## src/core/fifo_level_pkg.sv

```systemverilog
// constants, register map and types shared by the packet FIFO level tracker
package fifo_level_pkg;

    // ------------------------------------------------------------------
    // register map, byte addresses on the AXI4-Lite slave
    // ------------------------------------------------------------------
    localparam int         AXI_AW      = 8;
    localparam logic [7:0] BULK_DLY_OFS = 8'h6C;
    localparam logic [7:0] RX_LVL_OFS   = 8'h70;
    localparam logic [7:0] RX_PTR_OFS   = 8'h74;
    localparam logic [7:0] TX_LVL_OFS   = 8'h78;

    // ------------------------------------------------------------------
    // field widths and positions
    // ------------------------------------------------------------------
    localparam int RX_LVL_W   = 14;
    localparam int RX_PTR_W   = 13;
    localparam int TX_LVL_W   = 12;
    localparam int TX_PTR_W   = 11;
    localparam int DLY_W      = 16;
    localparam int RD_FLD_LSB = 16;
    localparam int WR_FLD_LSB = 0;

    // ------------------------------------------------------------------
    // reset values, responses and timing
    // ------------------------------------------------------------------
    localparam logic [15:0] DLY_RESET     = 16'h0800;
    localparam logic [1:0]  RESP_OKAY     = 2'h0;
    localparam logic [1:0]  RESP_SLVERR   = 2'h2;
    localparam int          CLK_PERIOD_PS = 4000;
    localparam int          DELAY_STEP_PS = 16667;
    localparam int          ACC_W         = 15;

    typedef enum logic [2:0] {
        SEL_DLY,
        SEL_RX_LVL,
        SEL_RX_PTR,
        SEL_TX_LVL,
        SEL_NONE
    } reg_sel_type;

endpackage

```

## src/core/bulk_in_delay_timer.sv

```systemverilog
// hold-off timer for short bulk-in packets
module bulk_in_delay_timer
    import fifo_level_pkg::*;
(
    input  wire logic                           clk_in,
    input  wire logic                           rstn_in,
    input  wire logic                           ce_in,
    input  wire logic [fifo_level_pkg::DLY_W-1:0] delay_in,
    input  wire logic                           req_in,
    output logic                                go_out
);
    typedef struct packed {
        logic [ACC_W-1:0] acc;
        logic [DLY_W-1:0] cnt;
        logic             busy;
        logic             go;
    } tmr_state_type;

    tmr_state_type    st_q;
    tmr_state_type    st_d;
    logic [ACC_W-1:0] acc_sum;
    logic             tick;

    // fractional accumulator makes a 60 MHz step from the core clock
    // without a second clock domain; jitter is under one core cycle
    always_comb begin
        st_d    = st_q;
        st_d.go = 1'b0;
        acc_sum = st_q.acc + ACC_W'(CLK_PERIOD_PS);
        tick    = acc_sum >= ACC_W'(DELAY_STEP_PS);
        if (req_in) begin
            st_d.acc  = '0;
            st_d.cnt  = delay_in;
            st_d.busy = delay_in != '0;
            st_d.go   = delay_in == '0;
        end else if (st_q.busy) begin
            st_d.acc = tick ? acc_sum - ACC_W'(DELAY_STEP_PS) : acc_sum;
            if (tick) begin
                if (st_q.cnt <= DLY_W'(1)) begin
                    st_d.busy = 1'b0;
                    st_d.go   = 1'b1;
                    st_d.cnt  = '0;
                end else begin
                    st_d.cnt = st_q.cnt - DLY_W'(1);
                end
            end
        end
    end

    // state register, frozen while the clock enable is low
    always_ff @(posedge clk_in or negedge rstn_in) begin
        if (!rstn_in) begin
            st_q <= '0;
        end else if (ce_in) begin
            st_q <= st_d;
        end
    end

    assign go_out = st_q.go;

endmodule

```

## src/core/fifo_level_counter.sv

```systemverilog
// occupancy and pointer tracking for one packet FIFO
module fifo_level_counter #(
    parameter int LVL_W = 14,
    parameter int PTR_W = 13
) (
    input  wire logic             clk_in,
    input  wire logic             rstn_in,
    input  wire logic             ce_in,
    input  wire logic             wr_dword_in,
    input  wire logic             wr_end_in,
    input  wire logic             wr_rewind_in,
    input  wire logic             rd_dword_in,
    input  wire logic             rd_end_in,
    input  wire logic             rd_rewind_in,
    output logic [LVL_W-1:0]      rd_level_out,
    output logic [LVL_W-1:0]      wr_level_out,
    output logic [PTR_W-1:0]      rd_ptr_out,
    output logic [PTR_W-1:0]      wr_ptr_out
);
    typedef struct packed {
        logic [LVL_W-1:0] rd_lvl;
        logic [LVL_W-1:0] wr_lvl;
        logic [LVL_W-1:0] wr_cnt;
        logic [LVL_W-1:0] rd_cnt;
        logic [PTR_W-1:0] rd_ptr;
        logic [PTR_W-1:0] wr_ptr;
    } cnt_state_type;

    cnt_state_type    st_q;
    cnt_state_type    st_d;
    logic             wr_take;
    logic             commit;
    logic             rd_take;
    logic             drained;
    logic [LVL_W-1:0] wr_pkt;
    logic [LVL_W-1:0] rd_pkt;

    // a rewind wins over a data beat or packet end in the same cycle
    always_comb begin
        st_d    = st_q;
        wr_take = wr_dword_in && !wr_rewind_in;
        commit  = wr_end_in && !wr_rewind_in;
        rd_take = rd_dword_in && !rd_rewind_in;
        drained = rd_end_in && !rd_rewind_in;
        wr_pkt  = st_q.wr_cnt + LVL_W'(wr_take);
        rd_pkt  = st_q.rd_cnt + LVL_W'(rd_take);
        // write side
        if (wr_rewind_in) begin
            st_d.wr_lvl = st_q.wr_lvl - st_q.wr_cnt;
            st_d.wr_ptr = st_q.wr_ptr - PTR_W'(st_q.wr_cnt);
            st_d.wr_cnt = '0;
        end else begin
            st_d.wr_lvl = st_q.wr_lvl + LVL_W'(wr_take);
            st_d.wr_ptr = st_q.wr_ptr + PTR_W'(wr_take);
            st_d.wr_cnt = commit ? '0 : wr_pkt;
        end
        if (drained) begin
            st_d.wr_lvl = st_d.wr_lvl - rd_pkt;
        end
        // read side
        if (rd_rewind_in) begin
            st_d.rd_lvl = st_q.rd_lvl + st_q.rd_cnt;
            st_d.rd_ptr = st_q.rd_ptr - PTR_W'(st_q.rd_cnt);
            st_d.rd_cnt = '0;
        end else begin
            st_d.rd_lvl = st_q.rd_lvl - LVL_W'(rd_take);
            st_d.rd_ptr = st_q.rd_ptr + PTR_W'(rd_take);
            st_d.rd_cnt = drained ? '0 : rd_pkt;
        end
        if (commit) begin
            st_d.rd_lvl = st_d.rd_lvl + wr_pkt;
        end
    end

    // state register, frozen while the clock enable is low
    always_ff @(posedge clk_in or negedge rstn_in) begin
        if (!rstn_in) begin
            st_q <= '0;
        end else if (ce_in) begin
            st_q <= st_d;
        end
    end

    assign rd_level_out = st_q.rd_lvl;
    assign wr_level_out = st_q.wr_lvl;
    assign rd_ptr_out   = st_q.rd_ptr;
    assign wr_ptr_out   = st_q.wr_ptr;

endmodule

```

## src/core/packet_fifo_level_tracker.sv

```systemverilog
// packet FIFO level tracker top with AXI4-Lite debug and delay registers
//
// How it works
// short bulk-in packet waits the programmed delay, in steps of 16.667 ns
// delay field is 16-bit read/write in bits 15:0, reset 800h
// read-side level rises by whole packet only after full packet written
// read-side level drops by one per word read out
// receive read rewind adds back the words already read
// transmit read side has no rewind
// write-side level rises by one per word written
// write-side level drops by packet size once packet fully read
// receive write rewind drops the partial packet from write-side level
// errored bulk-out packet rewound out of transmit FIFO; host resends
// receive levels read-only at bits 29:16 and 13:0, reset zero
// transmit levels read-only at bits 27:16 and 11:0, reset zero
// receive pointers read-only at bits 28:16 and 12:0, reset zero
// delay timer counts 60 MHz steps, reloads per request, releases at expiry
//
// Implementation choice: the AXI4-Lite slave port.
module packet_fifo_level_tracker (
    input  wire logic                                CLK_IN,
    input  wire logic                                RSTN_IN,
    input  wire logic                                CE_IN,
    // axi4-lite slave
    input  wire logic [fifo_level_pkg::AXI_AW-1:0]   S_AXI_AWADDR_IN,
    input  wire logic                                S_AXI_AWVALID_IN,
    output logic                                     S_AXI_AWREADY_OUT,
    input  wire logic [31:0]                         S_AXI_WDATA_IN,
    input  wire logic [3:0]                          S_AXI_WSTRB_IN,
    input  wire logic                                S_AXI_WVALID_IN,
    output logic                                     S_AXI_WREADY_OUT,
    output logic [1:0]                               S_AXI_BRESP_OUT,
    output logic                                     S_AXI_BVALID_OUT,
    input  wire logic                                S_AXI_BREADY_IN,
    input  wire logic [fifo_level_pkg::AXI_AW-1:0]   S_AXI_ARADDR_IN,
    input  wire logic                                S_AXI_ARVALID_IN,
    output logic                                     S_AXI_ARREADY_OUT,
    output logic [31:0]                              S_AXI_RDATA_OUT,
    output logic [1:0]                               S_AXI_RRESP_OUT,
    output logic                                     S_AXI_RVALID_OUT,
    input  wire logic                                S_AXI_RREADY_IN,
    // receive FIFO events, mac writes and usb reads
    input  wire logic                                RX_WR_DWORD_IN,
    input  wire logic                                RX_WR_END_IN,
    input  wire logic                                RX_WR_REWIND_IN,
    input  wire logic                                RX_RD_DWORD_IN,
    input  wire logic                                RX_RD_END_IN,
    input  wire logic                                RX_RD_REWIND_IN,
    // transmit FIFO events, usb writes and mac reads
    input  wire logic                                TX_WR_DWORD_IN,
    input  wire logic                                TX_WR_END_IN,
    input  wire logic                                TX_WR_REWIND_IN,
    input  wire logic                                TX_RD_DWORD_IN,
    input  wire logic                                TX_RD_END_IN,
    // usb transmit engine short packet handshake
    input  wire logic                                SHORT_PKT_REQ_IN,
    output logic                                     SHORT_PKT_GO_OUT
);
    import fifo_level_pkg::*;

    // ------------------------------------------------------------------
    // state and types
    // ------------------------------------------------------------------
    typedef struct packed {
        logic              awready;
        logic              wready;
        logic              arready;
        logic              bvalid;
        logic              rvalid;
        logic              have_aw;
        logic              have_w;
        logic [AXI_AW-1:0] waddr;
        logic [31:0]       wdata;
        logic [3:0]        wstrb;
        logic [1:0]        bresp;
        logic [1:0]        rresp;
        logic [31:0]       rdata;
        logic [DLY_W-1:0]  dly;
    } reg_state_type;

    localparam reg_state_type ST_RESET = '{
        awready: 1'b1,
        wready:  1'b1,
        arready: 1'b1,
        bvalid:  1'b0,
        rvalid:  1'b0,
        have_aw: 1'b0,
        have_w:  1'b0,
        waddr:   '0,
        wdata:   '0,
        wstrb:   '0,
        bresp:   RESP_OKAY,
        rresp:   RESP_OKAY,
        rdata:   '0,
        dly:     DLY_RESET
    };

    reg_state_type       st_q;
    reg_state_type       st_d;
    logic                aw_fire;
    logic                w_fire;
    logic                ar_fire;
    reg_sel_type         wsel;
    reg_sel_type         rsel;
    logic [31:0]         rd_word;
    logic [RX_LVL_W-1:0] rx_rd_lvl;
    logic [RX_LVL_W-1:0] rx_wr_lvl;
    logic [RX_PTR_W-1:0] rx_rd_ptr;
    logic [RX_PTR_W-1:0] rx_wr_ptr;
    logic [TX_LVL_W-1:0] tx_rd_lvl;
    logic [TX_LVL_W-1:0] tx_wr_lvl;
    logic [RX_PTR_W-1:0] rx_rd_sum;
    logic [RX_PTR_W-1:0] rx_wr_diff;

    // word decode, low two address bits ignored
    function automatic reg_sel_type reg_sel(input logic [AXI_AW-1:0] a);
        if (a[AXI_AW-1:2] == BULK_DLY_OFS[AXI_AW-1:2]) begin
            return SEL_DLY;
        end else if (a[AXI_AW-1:2] == RX_LVL_OFS[AXI_AW-1:2]) begin
            return SEL_RX_LVL;
        end else if (a[AXI_AW-1:2] == RX_PTR_OFS[AXI_AW-1:2]) begin
            return SEL_RX_PTR;
        end else if (a[AXI_AW-1:2] == TX_LVL_OFS[AXI_AW-1:2]) begin
            return SEL_TX_LVL;
        end else begin
            return SEL_NONE;
        end
    endfunction

    // ------------------------------------------------------------------
    // FIFO trackers and delay timer
    // ------------------------------------------------------------------
    fifo_level_counter #(
        .LVL_W (RX_LVL_W),
        .PTR_W (RX_PTR_W)
    ) u_rx_track (
        .clk_in       (CLK_IN),
        .rstn_in      (RSTN_IN),
        .ce_in        (CE_IN),
        .wr_dword_in  (RX_WR_DWORD_IN),
        .wr_end_in    (RX_WR_END_IN),
        .wr_rewind_in (RX_WR_REWIND_IN),
        .rd_dword_in  (RX_RD_DWORD_IN),
        .rd_end_in    (RX_RD_END_IN),
        .rd_rewind_in (RX_RD_REWIND_IN),
        .rd_level_out (rx_rd_lvl),
        .wr_level_out (rx_wr_lvl),
        .rd_ptr_out   (rx_rd_ptr),
        .wr_ptr_out   (rx_wr_ptr)
    );

    // transmit read side is never rewound: data sent to the mac is gone
    fifo_level_counter #(
        .LVL_W (TX_LVL_W),
        .PTR_W (TX_PTR_W)
    ) u_tx_track (
        .clk_in       (CLK_IN),
        .rstn_in      (RSTN_IN),
        .ce_in        (CE_IN),
        .wr_dword_in  (TX_WR_DWORD_IN),
        .wr_end_in    (TX_WR_END_IN),
        .wr_rewind_in (TX_WR_REWIND_IN),
        .rd_dword_in  (TX_RD_DWORD_IN),
        .rd_end_in    (TX_RD_END_IN),
        .rd_rewind_in (1'b0),
        .rd_level_out (tx_rd_lvl),
        .wr_level_out (tx_wr_lvl),
        .rd_ptr_out   (),
        .wr_ptr_out   ()
    );

    bulk_in_delay_timer u_bulk_dly (
        .clk_in   (CLK_IN),
        .rstn_in  (RSTN_IN),
        .ce_in    (CE_IN),
        .delay_in (st_q.dly),
        .req_in   (SHORT_PKT_REQ_IN),
        .go_out   (SHORT_PKT_GO_OUT)
    );

    // ------------------------------------------------------------------
    // register slave
    // ------------------------------------------------------------------

    // read word assembled from live levels; reserved bits stay zero
    always_comb begin
        rsel    = reg_sel(S_AXI_ARADDR_IN);
        rd_word = '0;
        if (rsel == SEL_DLY) begin
            rd_word[DLY_W-1:0] = st_q.dly;
        end else if (rsel == SEL_RX_LVL) begin
            rd_word[RD_FLD_LSB +: RX_LVL_W] = rx_rd_lvl;
            rd_word[WR_FLD_LSB +: RX_LVL_W] = rx_wr_lvl;
        end else if (rsel == SEL_RX_PTR) begin
            rd_word[RD_FLD_LSB +: RX_PTR_W] = rx_rd_ptr;
            rd_word[WR_FLD_LSB +: RX_PTR_W] = rx_wr_ptr;
        end else if (rsel == SEL_TX_LVL) begin
            rd_word[RD_FLD_LSB +: TX_LVL_W] = tx_rd_lvl;
            rd_word[WR_FLD_LSB +: TX_LVL_W] = tx_wr_lvl;
        end
    end

    // address and data are taken independently; the write lands once
    // both are held, so one write is in flight at a time
    always_comb begin
        st_d    = st_q;
        aw_fire = S_AXI_AWVALID_IN && st_q.awready;
        w_fire  = S_AXI_WVALID_IN && st_q.wready;
        ar_fire = S_AXI_ARVALID_IN && st_q.arready;
        wsel    = reg_sel(st_q.waddr);
        if (aw_fire) begin
            st_d.have_aw = 1'b1;
            st_d.awready = 1'b0;
            st_d.waddr   = S_AXI_AWADDR_IN;
        end
        if (w_fire) begin
            st_d.have_w = 1'b1;
            st_d.wready = 1'b0;
            st_d.wdata  = S_AXI_WDATA_IN;
            st_d.wstrb  = S_AXI_WSTRB_IN;
        end
        if (st_q.have_aw && st_q.have_w && !st_q.bvalid) begin
            st_d.have_aw = 1'b0;
            st_d.have_w  = 1'b0;
            st_d.bvalid  = 1'b1;
            st_d.bresp   = (wsel == SEL_NONE) ? RESP_SLVERR : RESP_OKAY;
            if (wsel == SEL_DLY) begin
                for (int b = 0; b < DLY_W / 8; b++) begin
                    if (st_q.wstrb[b]) begin
                        st_d.dly[8*b +: 8] = st_q.wdata[8*b +: 8];
                    end
                end
            end
        end
        if (st_q.bvalid && S_AXI_BREADY_IN) begin
            st_d.bvalid  = 1'b0;
            st_d.awready = 1'b1;
            st_d.wready  = 1'b1;
        end
        // read data is a snapshot taken at the address handshake
        if (ar_fire) begin
            st_d.arready = 1'b0;
            st_d.rvalid  = 1'b1;
            st_d.rdata   = rd_word;
            st_d.rresp   = (rsel == SEL_NONE) ? RESP_SLVERR : RESP_OKAY;
        end
        if (st_q.rvalid && S_AXI_RREADY_IN) begin
            st_d.rvalid  = 1'b0;
            st_d.arready = 1'b1;
        end
    end

    // state register, frozen while the clock enable is low
    always_ff @(posedge CLK_IN or negedge RSTN_IN) begin
        if (!RSTN_IN) begin
            st_q <= ST_RESET;
        end else if (CE_IN) begin
            st_q <= st_d;
        end
    end

    assign S_AXI_AWREADY_OUT = st_q.awready;
    assign S_AXI_WREADY_OUT  = st_q.wready;
    assign S_AXI_BVALID_OUT  = st_q.bvalid;
    assign S_AXI_BRESP_OUT   = st_q.bresp;
    assign S_AXI_ARREADY_OUT = st_q.arready;
    assign S_AXI_RVALID_OUT  = st_q.rvalid;
    assign S_AXI_RDATA_OUT   = st_q.rdata;
    assign S_AXI_RRESP_OUT   = st_q.rresp;

    // ------------------------------------------------------------------
    // checks
    // ------------------------------------------------------------------

    // level plus pointer on the read side moves only with a commit;
    // level minus pointer on the write side moves only with a drain
    assign rx_rd_sum  = RX_PTR_W'(rx_rd_lvl) + rx_rd_ptr;
    assign rx_wr_diff = RX_PTR_W'(rx_wr_lvl) - rx_wr_ptr;
endmodule

```

## config.mk

```make
export PLATFORM = sky130hd
export DESIGN_NAME = packet_fifo_level_tracker
export DESIGN_NICKNAME = d
export VERILOG_FILES = /design/src/core/fifo_level_pkg.sv /design/src/core/bulk_in_delay_timer.sv /design/src/core/fifo_level_counter.sv /design/src/core/packet_fifo_level_tracker.sv
export SDC_FILE = /design/constraint.sdc
export NUM_CORES = 1
export LEC_CHECK = 0
export BUFFER_PORTS_ARGS = -buffer_cell sky130_fd_sc_hd__buf_2
export CAP_MARGIN = 20
export CORE_UTILIZATION = 29
export CTS_BUF_LIST = sky130_fd_sc_hd__clkbuf_2 sky130_fd_sc_hd__clkbuf_4 sky130_fd_sc_hd__clkbuf_8
export DETAILED_ROUTE_END_ITERATION = 6
export PLACE_DENSITY = 0.55
export SLEW_MARGIN = 20
export SYNTH_ARGS = -nofsm -noshare
export SYNTH_HDL_FRONTEND = slang
export SYNTH_HIERARCHICAL = 1
export SYNTH_SLANG_ARGS = --single-unit
```

## constraint.sdc

```tcl
create_clock -name CLK_IN -period 12.7 [get_ports CLK_IN]
set_input_delay 3.175 -clock CLK_IN [delete_from_list [all_inputs] [get_ports CLK_IN]]
set_output_delay 3.175 -clock CLK_IN [all_outputs]
set_load 0.03 [all_outputs]
```

After elaboration in Yosys (flattened, before gate mapping)
Index checks and enable logic that the tools add are counted.
Widths: inputs -> output; s select.
{ "word_totals": {"output_inout_bits": 42, "wordCells": 163, "input_bits": 72, "reg_bits": 246} }
{ "op_classes": {"n_reduce_logical": 43, "addsub": 22, "eq_ne": 13, "order_cmp": 2, "muxes": 54} }
{ "ops": {"columns": ["op", "n"], "rows": [
  ["$mux 14", 7],
  ["$mux 12", 8],
  ["$mux 33", 2],
  ["$eq 6x5->1 const B", 8],
  ["$add 14x1->14", 3],
  ["$mux 13", 3],
  ["$add 12x1->12", 3],
  ["$add 14x14->14", 2],
  ["$mux 28", 1],
  ["$sub 14x14->14", 2],
  ["$mux 27", 1],
  ["$add 13x1->13", 2],
  ["$sub 13x13->13", 2],
  ["$mux 24", 1],
  ["$mux 3", 8],
  ["$sub 12x12->12", 2],
  ["$reduce_and 2->1", 11],
  ["$mux 18", 1],
  ["$le 16x1->1 const B", 1],
  ["$logic_not 16->1", 1],
  ["$mux 16", 1],
  ["$reduce_bool 16->1", 1],
  ["$reduce_bool 2->1", 8],
  ["$sub 16x1->16 const B", 1],
  ["other kinds (17)", 54]
]} }

Depth between registers and ports, before layout
Gate-level depths: netlist (run 1).
{ "logic_depth": {"depth_word": 10, "mapped_depth": 22, "depth_no_buf": 21} }

Cells and area by module
The synthesis (run 1) kept the hierarchy.
{ "modules_own_cells": {"columns": ["module", "instances", "area_each_um2", "cells_per_inst", "seq_area_each_um2"], "rows": [
  ["fifo_level_counter at u_rx_track", 1, 7913.8, 966, 2052.0],
  ["fifo_level_counter at u_tx_track", 1, 6475.0, 774, 1751.7],
  ["packet_fifo_level_tracker", 1, 3995.1, 343, 1981.9],
  ["bulk_in_delay_timer", 1, 2306.0, 274, 825.8]
]} }

Worst setup path after synthesis (run 1)
No wires, ideal clock.
{ "synth_timing": {"path_kind": "input to register", "start": "in RX_WR_REWIND_IN", "end": "reg u_rx_track.st_q (netlist bit u_rx_track/wr_level_out[13])", "path_buffers": 2, "arrival_ns": 7.264, "path_slack_ns": 5.346, "setup_ns": 0.090, "t_required_ns": 12.610, "stages": 21, "cell_sequence": "clkbuf_1 -> nor2b_1 -> clkbuf_1 -> a21oi_1 -> ha_1 -> a21o_1 -> a21o_1 -> a21oi_1 -> o21ai_0 -> nand2_1 -> a21oi_1 -> xor2_1 -> ha_1 -> a21o_1 -> a211o_1 -> o22a_1 -> a211o_1 -> and3_1 -> nor2_1 -> mux2_2 -> o2111ai_1"} }
{ "synth_between": {"elab_chain_len": 6} }
{ "synth_lines": {"columns": ["element", "line_no", "text"], "rows": [
  ["start, declared", "packet_fifo_level_tracker.sv:45", "input wire logic RX_WR_REWIND_IN,"],
  ["$logic_not 1->1", "fifo_level_counter.sv:41", "wr_take = wr_dword_in && !wr_rewind_in;"],
  ["$logic_and 1x1->1", "fifo_level_counter.sv:41", null],
  ["$add 14x1->14", "fifo_level_counter.sv:53", "st_d.wr_lvl = st_q.wr_lvl + LVL_W'(wr_take);"],
  ["$mux 28 (*)", "fifo_level_counter.sv:48", "if (wr_rewind_in) begin"],
  ["$sub 14x14->14", "fifo_level_counter.sv:58", "st_d.wr_lvl = st_d.wr_lvl - rd_pkt;"],
  ["$mux 14 (*)", "fifo_level_counter.sv:57", "if (drained) begin"],
  ["end signal, assigned", "fifo_level_counter.sv:80", "st_q <= st_d;"],
  ["end, declared", "fifo_level_counter.sv:29", "cnt_state_type st_q;"]
]} }
Every way passes the cells marked *; elsewhere a longest branch is shown, timed or not.
A chain may end at the register's enable or synchronous reset.

Worst setup path in the final report (run 1)
Same ends and word-level chain as after synthesis.

==> out/results.ini, run 1 <==
[worst_hold_path]
hold_end=u_rx_track/rd_level_out[13]
whs_path_depth=1
holdCritStartpoint=u_rx_track/rd_level_out[13]
hold_path_class=flop to flop

[route]
routedWlPerCell_um=17.39
initialDrtViolationCount=978
vias=15570
drt_first_pass_iters=5
antenna_left=0
drc_errors=0
drt-total-wl_um=51990
vias_per_cell=5.207

[floorplanning]
io_pins=114
fp.dieW_um=257.4
dieArea_um2=66230
initial_core_util_pct=29.33
std_cell_rows=93
die_y_um=257.4
core_area_um2=64460

[global_routing]
top_usage_layer=met2
grt_pass1_vias=15090
grt_max_degree=114
grt_pass1_wl_um=81910
met1_usage_pct=20.68
grt_overflow=0
grtUsageTotal_pct=15.26
use_met2_pct=24.98
antenna_found_initial=3
met3_usage_pct=2.325

[run_status]
status=finished clean

[worst_setup_path]
cp-end-kind=flop
critPathRequiredTime_ns=13.23
r2r-start=u_rx_track/st_q[41]
path_class=input port to flop
crit_path_max_incr_delay_ns=0.51
cp_slowest_cell=or3b_2
r2r_end=u_rx_track/wr_level_out[13]
crit_arrival_ns=7.99
reg2reg_slack_ns=7.94
reg2regPathDepth=16
start_kind=input port
crit_family=compound AO/OA/AOI/OAI gates
cp_num_buf_inv=2
crit_chain=buf_2 > nor2b_1 > buf_4 > a21oi_1 > ha_1 > nor2b_1 > o2111ai_1 > a31oi_1 > or3b_2 > a31oi_1 > xnor2_1 > ha_1 > a211o_1 > nand4b_1 > a211o_1 > and3_1 > nor2_1 > mux2_2 > o2111ai_1
critical_path.max_fanout=19

[cells_and_area]
drive_above_1_share_pct=12.75
post-route-cell-area_um2=20280
final_nets=2316
area_growth_pct=7.265

[placement]
gp_congestion=0.8607
hpwl_um=38260
postPlaceCellArea_um2=19240
port_buffers=87

[clocking]
root_buffer=clkbuf_8
cts.clk_slew.worst_paths_ns=0.06
htreeDepth=2
cts_buffer_depth=3
post_cts_buffers=0
clock_sinks=242
clk_latency_ns=0.65
cts_made_buffers=47
cts_resized=0
cts_tree=done
postCtsHoldBufs=0

[sta]
fmax_mhz=134.0
fin_skew_ns=0.04839
timing.slew.headroom_pct=26.09
tns_ns=0
setup_violations=0
min_period_ns=7.463
final_hold_viol_count=0
slew_violations=0
post-route-period-util_pct=58.76
rsz0062_at_grt=false
max_slew.worst_pin.slew_ns=1.104

[pwr]
irDropWorstVdd_uv=79.21
power.density_nw_per_um2=215.0
p_leak_nw=9.025

[logic_synthesis]
syn-cell-area_um2=18910
avgSynthCellArea_um2=8.742
yosysWarnings=6
synth_cells=2163

[job]
maxCapViolCount=0

==> metrics by stage <==
stage	utilization [%]	worst slack (ns)	hold slack (ns)	total power [mW]	instances
global placement	29.85	4.726	0.4616	3.392	2907
global route	31.46	4.827	0.4857	4.714	2990
floorplan	-	5.346	0.4445	3.108	2167
finish	31.46	5.237	0.4687	4.360	2990
detailed placement	29.85	4.610	0.4647	3.451	2907
CTS	31.45	5.276	0.4720	4.368	2989
==> worst reg2reg max path, cell delays in order (launching register included) <==
cell and delay (ns):
dfrtp_1 0.44, a21oi_1 0.42, ha_1 0.31, nor2b_1 0.14
o2111ai_1 0.26, a31oi_1 0.17, or3b_2 0.51, a31oi_1 0.25
xnor2_1 0.22, ha_1 0.34, a211o_1 0.29, nand4b_1 0.21
a211o_1 0.29, and3_1 0.20, nor2_1 0.17, mux2_2 0.36
o2111ai_1 0.09
==> state kept, by name (all words and copies together) (netlist names), 12 cells and up <==
name,cells
u_tx_track/rd_level_out,12
u_rx_track/rd_level_out,14
u_tx_track/st_q,24
u_rx_track/st_q,28
u_bulk_dly/st_q,32
S_AXI_RDATA_OUT,30
u_rx_track/wr_ptr_out,13
u_tx_track/wr_level_out,12
u_rx_track/wr_level_out,14
u_rx_track/rd_ptr_out,13
st_q,42
==> power by group <==
group	internal, mW	switching (mW)	total, mW
logic	1.03	1.31	2.34
clock network	0.507	0.374	0.881
registers	0.957	0.183	1.14
total	2.49	1.87	4.36
==> placed cells by master (no fill, tap or decap), drive strengths merged, types with 19 or more instances in the layout <==
| master | instances |
|---|---|
| a22o | 34 |
| mux2i | 34 |
| a21oi | 179 |
| o21ai | 154 |
| nand4 | 19 |
| buf | 99 |
| xnor2 | 84 |
| dfrtp | 238 |
| nand2 | 174 |
| nand2b | 22 |
| a31oi | 27 |
| inv | 106 |
| nor3 | 53 |
| o21a | 27 |
| nor2b | 30 |
| ha | 133 |
| nand3 | 62 |
| xor2 | 52 |
| nor2 | 146 |
| and3 | 23 |
| a21o | 39 |
| clkbuf | 72 |
| mux2 | 53 |
==> worst max path at each step <==
stage | cells after the start | end | from
finish | 19 | u_rx_track/wr_level_out[13] | RX_WR_REWIND_IN
global route | 21 | u_rx_track/rd_level_out[13] | RX_RD_REWIND_IN
CTS | 19 | u_rx_track/wr_level_out[13] | RX_WR_REWIND_IN
detailed placement | 19 | u_rx_track/wr_level_out[13] | RX_WR_REWIND_IN
global placement | 19 | u_rx_track/wr_level_out[13] | RX_WR_REWIND_IN
floorplan | 21 | u_rx_track/wr_level_out[13] | RX_WR_REWIND_IN
==> routing by layer <==
metal	part of all wire, %	up-vias	routed length (µm)
met5	0.044	-	23
met4	2.3	4	1221
met3	3.9	86	2036
met2	46	321	24020
met1	47	7592	24690
li1	-	7565	-
==> cell type report <==
cell class                 count  area, µm²
clock inverter                10      148.9
multi-input combinational   1607      11180
tap                          855       1070
inverter                     104      390.4
fill                        6804      44180
timing repair buffer          99      541.8
clock buffer                  72      884.6
sequential                   242       6061
antenna                        1      2.502
No activity file was read; power rests on OpenSTA's default activity.
==> inputs of run 2 (changes only) <==
--- a/config.mk
+++ b/config.mk
@@ -5,12 +5,13 @@
 export SDC_FILE = /design/constraint.sdc
 export NUM_CORES = 1
 export LEC_CHECK = 0
+export ABC_AREA = 1
 export BUFFER_PORTS_ARGS = -buffer_cell sky130_fd_sc_hd__buf_2
 export CAP_MARGIN = 20
 export CORE_UTILIZATION = 29
 export CTS_BUF_LIST = sky130_fd_sc_hd__clkbuf_2 sky130_fd_sc_hd__clkbuf_4 sky130_fd_sc_hd__clkbuf_8
 export DETAILED_ROUTE_END_ITERATION = 6
-export PLACE_DENSITY = 0.55
+export PLACE_DENSITY = 0.56
 export SLEW_MARGIN = 20
 export SYNTH_ARGS = -nofsm -noshare
 export SYNTH_HDL_FRONTEND = slang
==> constraint.sdc (replaced) <==
create_clock -name CLK_IN -period 6.5 [get_ports CLK_IN]
set_input_delay 1.625 -clock CLK_IN [delete_from_list [all_inputs] [get_ports CLK_IN]]
set_output_delay 1.625 -clock CLK_IN [all_outputs]
set_load 0.03 [all_outputs]
==> run 2 against run 1 <==
  * Non-clock buffer count fell by 5
  * Critical endpoint is now u_rx_track/wr_level_out[12]
  * Synthesized cell count up 41%
  * Sequential share of layout area decreased by 2.6 points
  * Hold slack better by 0.0035 ns
  * Sequential cell count stayed put
  * Critical path type unchanged
  * Via count increased by 21%
  * Total power increased by 110%
==> out/results.ini, run 2 <==
[run_status]
status=finished clean

[pwr]
power.density_nw_per_um2=411.8
fin_total_pwr_mw=9.134
irDropWorstVdd_uv=203.4
p_leak_nw=11.54

[route]
initialDrtViolationCount=1444
drc_errors=0
vias=18890
drt_first_pass_iters=7
routedWlPerCell_um=15.11
antenna_left=0
vias_per_cell=4.745
drt-total-wl_um=60170

[cells_and_area]
largest-register=st_q
layout_common_cells=nand2_1 (898), inv_1 (357), nand3_1 (310)
layout_commonest_cell=nand2_1
drive_above_1_share_pct=9.671
area_growth_pct=7.822
largest_register_ffs=42
layoutNonFillerInstCount=3981
final_nets=3217
fin_util_pct=31.62

[sta]
rsz0062_at_grt=false
tns_ns=0
slew_violations=0
timing.slew.headroom_pct=25.51
fmax_mhz=204.1
max_slew.worst_pin.slew_ns=1.116
min_period_ns=4.901
fin_skew_ns=0.04875
worst_slack_ns=1.599
post-route-period-util_pct=75.40
final_hold_viol_count=0
setup_violations=0

[floorplanning]
io_pins=114
std_cell_rows=97
die_y_um=268.3
fp.dieW_um=268.3
dieArea_um2=72010
initial_core_util_pct=29.33
core_area_um2=70150

[clocking]
cts.clk_slew.worst_paths_ns=0.06
root_buffer=clkbuf_8
clock_sinks=242
clk_latency_ns=0.65
htreeDepth=2
cts_made_buffers=47
cts_buffer_depth=3
cts_tree=done
postCtsHoldBufs=0
cts_resized=0
post_cts_buffers=0

[worst_setup_path]
critical_path.max_fanout=15
path_class=input port to flop
critPathRequiredTime_ns=7.08
crit_chain=buf_2 > inv_1 > nand2_1 > inv_1 > a21oi_1 > ha_1 > a21oi_1 > nand3_1 > xnor2_1 > inv_1 > ha_1 > a21oi_1 > nor2_1 > o21ai_0 > nand3_1 > nand2_1 > nand2_1 > o21ai_0 > nand2_1 > nand2_1
cp_num_buf_inv=4
start_kind=input port
cp-end-kind=flop
crit_path_max_incr_delay_ns=0.55
cp_slowest_cell=a21oi_1
crit_top_cell=nand2_1
crit_arrival_ns=5.48
crit_family=compound AO/OA/AOI/OAI gates

[placement]
dp_cells=3892
hpwl_um=46290
port_buffers=87
gp_congestion=0.9396
dp_slack_ns=0.9812

[global_routing]
grtUsageTotal_pct=16.81
grt_overflow=0
antenna_found_initial=4
grt_pass1_wl_um=95860
grt_max_degree=103
grt_pass1_vias=17560

[job]
maxCapViolCount=0

[logic_synthesis]
avgSynthCellArea_um2=6.754
yosysWarnings=6
syn-cell-area_um2=20570
synth_cells=3046

[worst_hold_path]
hold_path_class=flop to flop

run 2: worst reg2reg max path, cell delays in order, from the launching register on:
cell and delay (ns):
dfrtp_1 0.35, inv_1 0.06, o21ai_0 0.62, ha_1 0.30, inv_1 0.08, fa_1 0.43, nand3_1 0.10, nand2_1 0.12
a21boi_0 0.24, xnor2_1 0.18, ha_1 0.32, nand2_1 0.13, nor2_1 0.07, o21ai_0 0.18, nand3_1 0.13, nand2_1 0.08
nand2_1 0.05, o21ai_0 0.30, nand2_1 0.10, nand2_1 0.08
run 2: final timing paths:
check                                               to                 from  slack (ns)  cells after the start
setup / recovery           u_rx_track/wr_level_out[12]      RX_WR_REWIND_IN        1.60                     20
min in group asynchronous          u_tx_track/st_q[32]              RSTN_IN        0.98                      1
setup reg to reg           u_rx_track/wr_level_out[12]  u_rx_track/st_q[40]        2.54                     19
hold reg to reg                               st_q[69]             st_q[69]        0.47                      2
hold / removal                                st_q[69]             st_q[69]        0.47                      2
max in group asynchronous          S_AXI_RDATA_OUT[27]              RSTN_IN        4.20                      2
run 2: final cells by class:
| type | instances | area (µm²) |
|---|---|---|
| Timing Repair Buffer | 94 | 533.0 |
| Clock buffer | 68 | 885.9 |
| Clock inverter | 19 | 246.5 |
| Multi-Input combinational cell | 2240 | 11860 |
| Antenna cell | 1 | 2.502 |
| Tap cell | 940 | 1176 |
| Inverter | 377 | 1415 |
| Sequential cell | 242 | 6061 |
| Fill cell | 7817 | 47970 |
run 2: metrics by stage:
step,hold WS [ns],instance area (µm²)
6_report,0.4722,22180
5_1_grt,0.4920,22180
4_1_cts,0.4780,22160
3_5_place_dp,0.4608,21030
3_3_place_gp,0.4615,21030
2_1_floorplan,0.4426,20590
run 2: report_power, final:
group	internal [mW]	switching, mW
registers	1.88	0.381
logic	1.83	3.20
clock network	1.09	0.757
total	4.80	4.34
run 2: layer usage:
metal  vias to the layer above  global-route usage [%]  share of wire (%)
li1                       9641                       -                  -
met1                      8754                   23.56                 48
met2                       408                   26.31                 44
met3                        80                   2.777                5.5
met4                         8                   5.006                2.7
met5                         -                       0              0.073
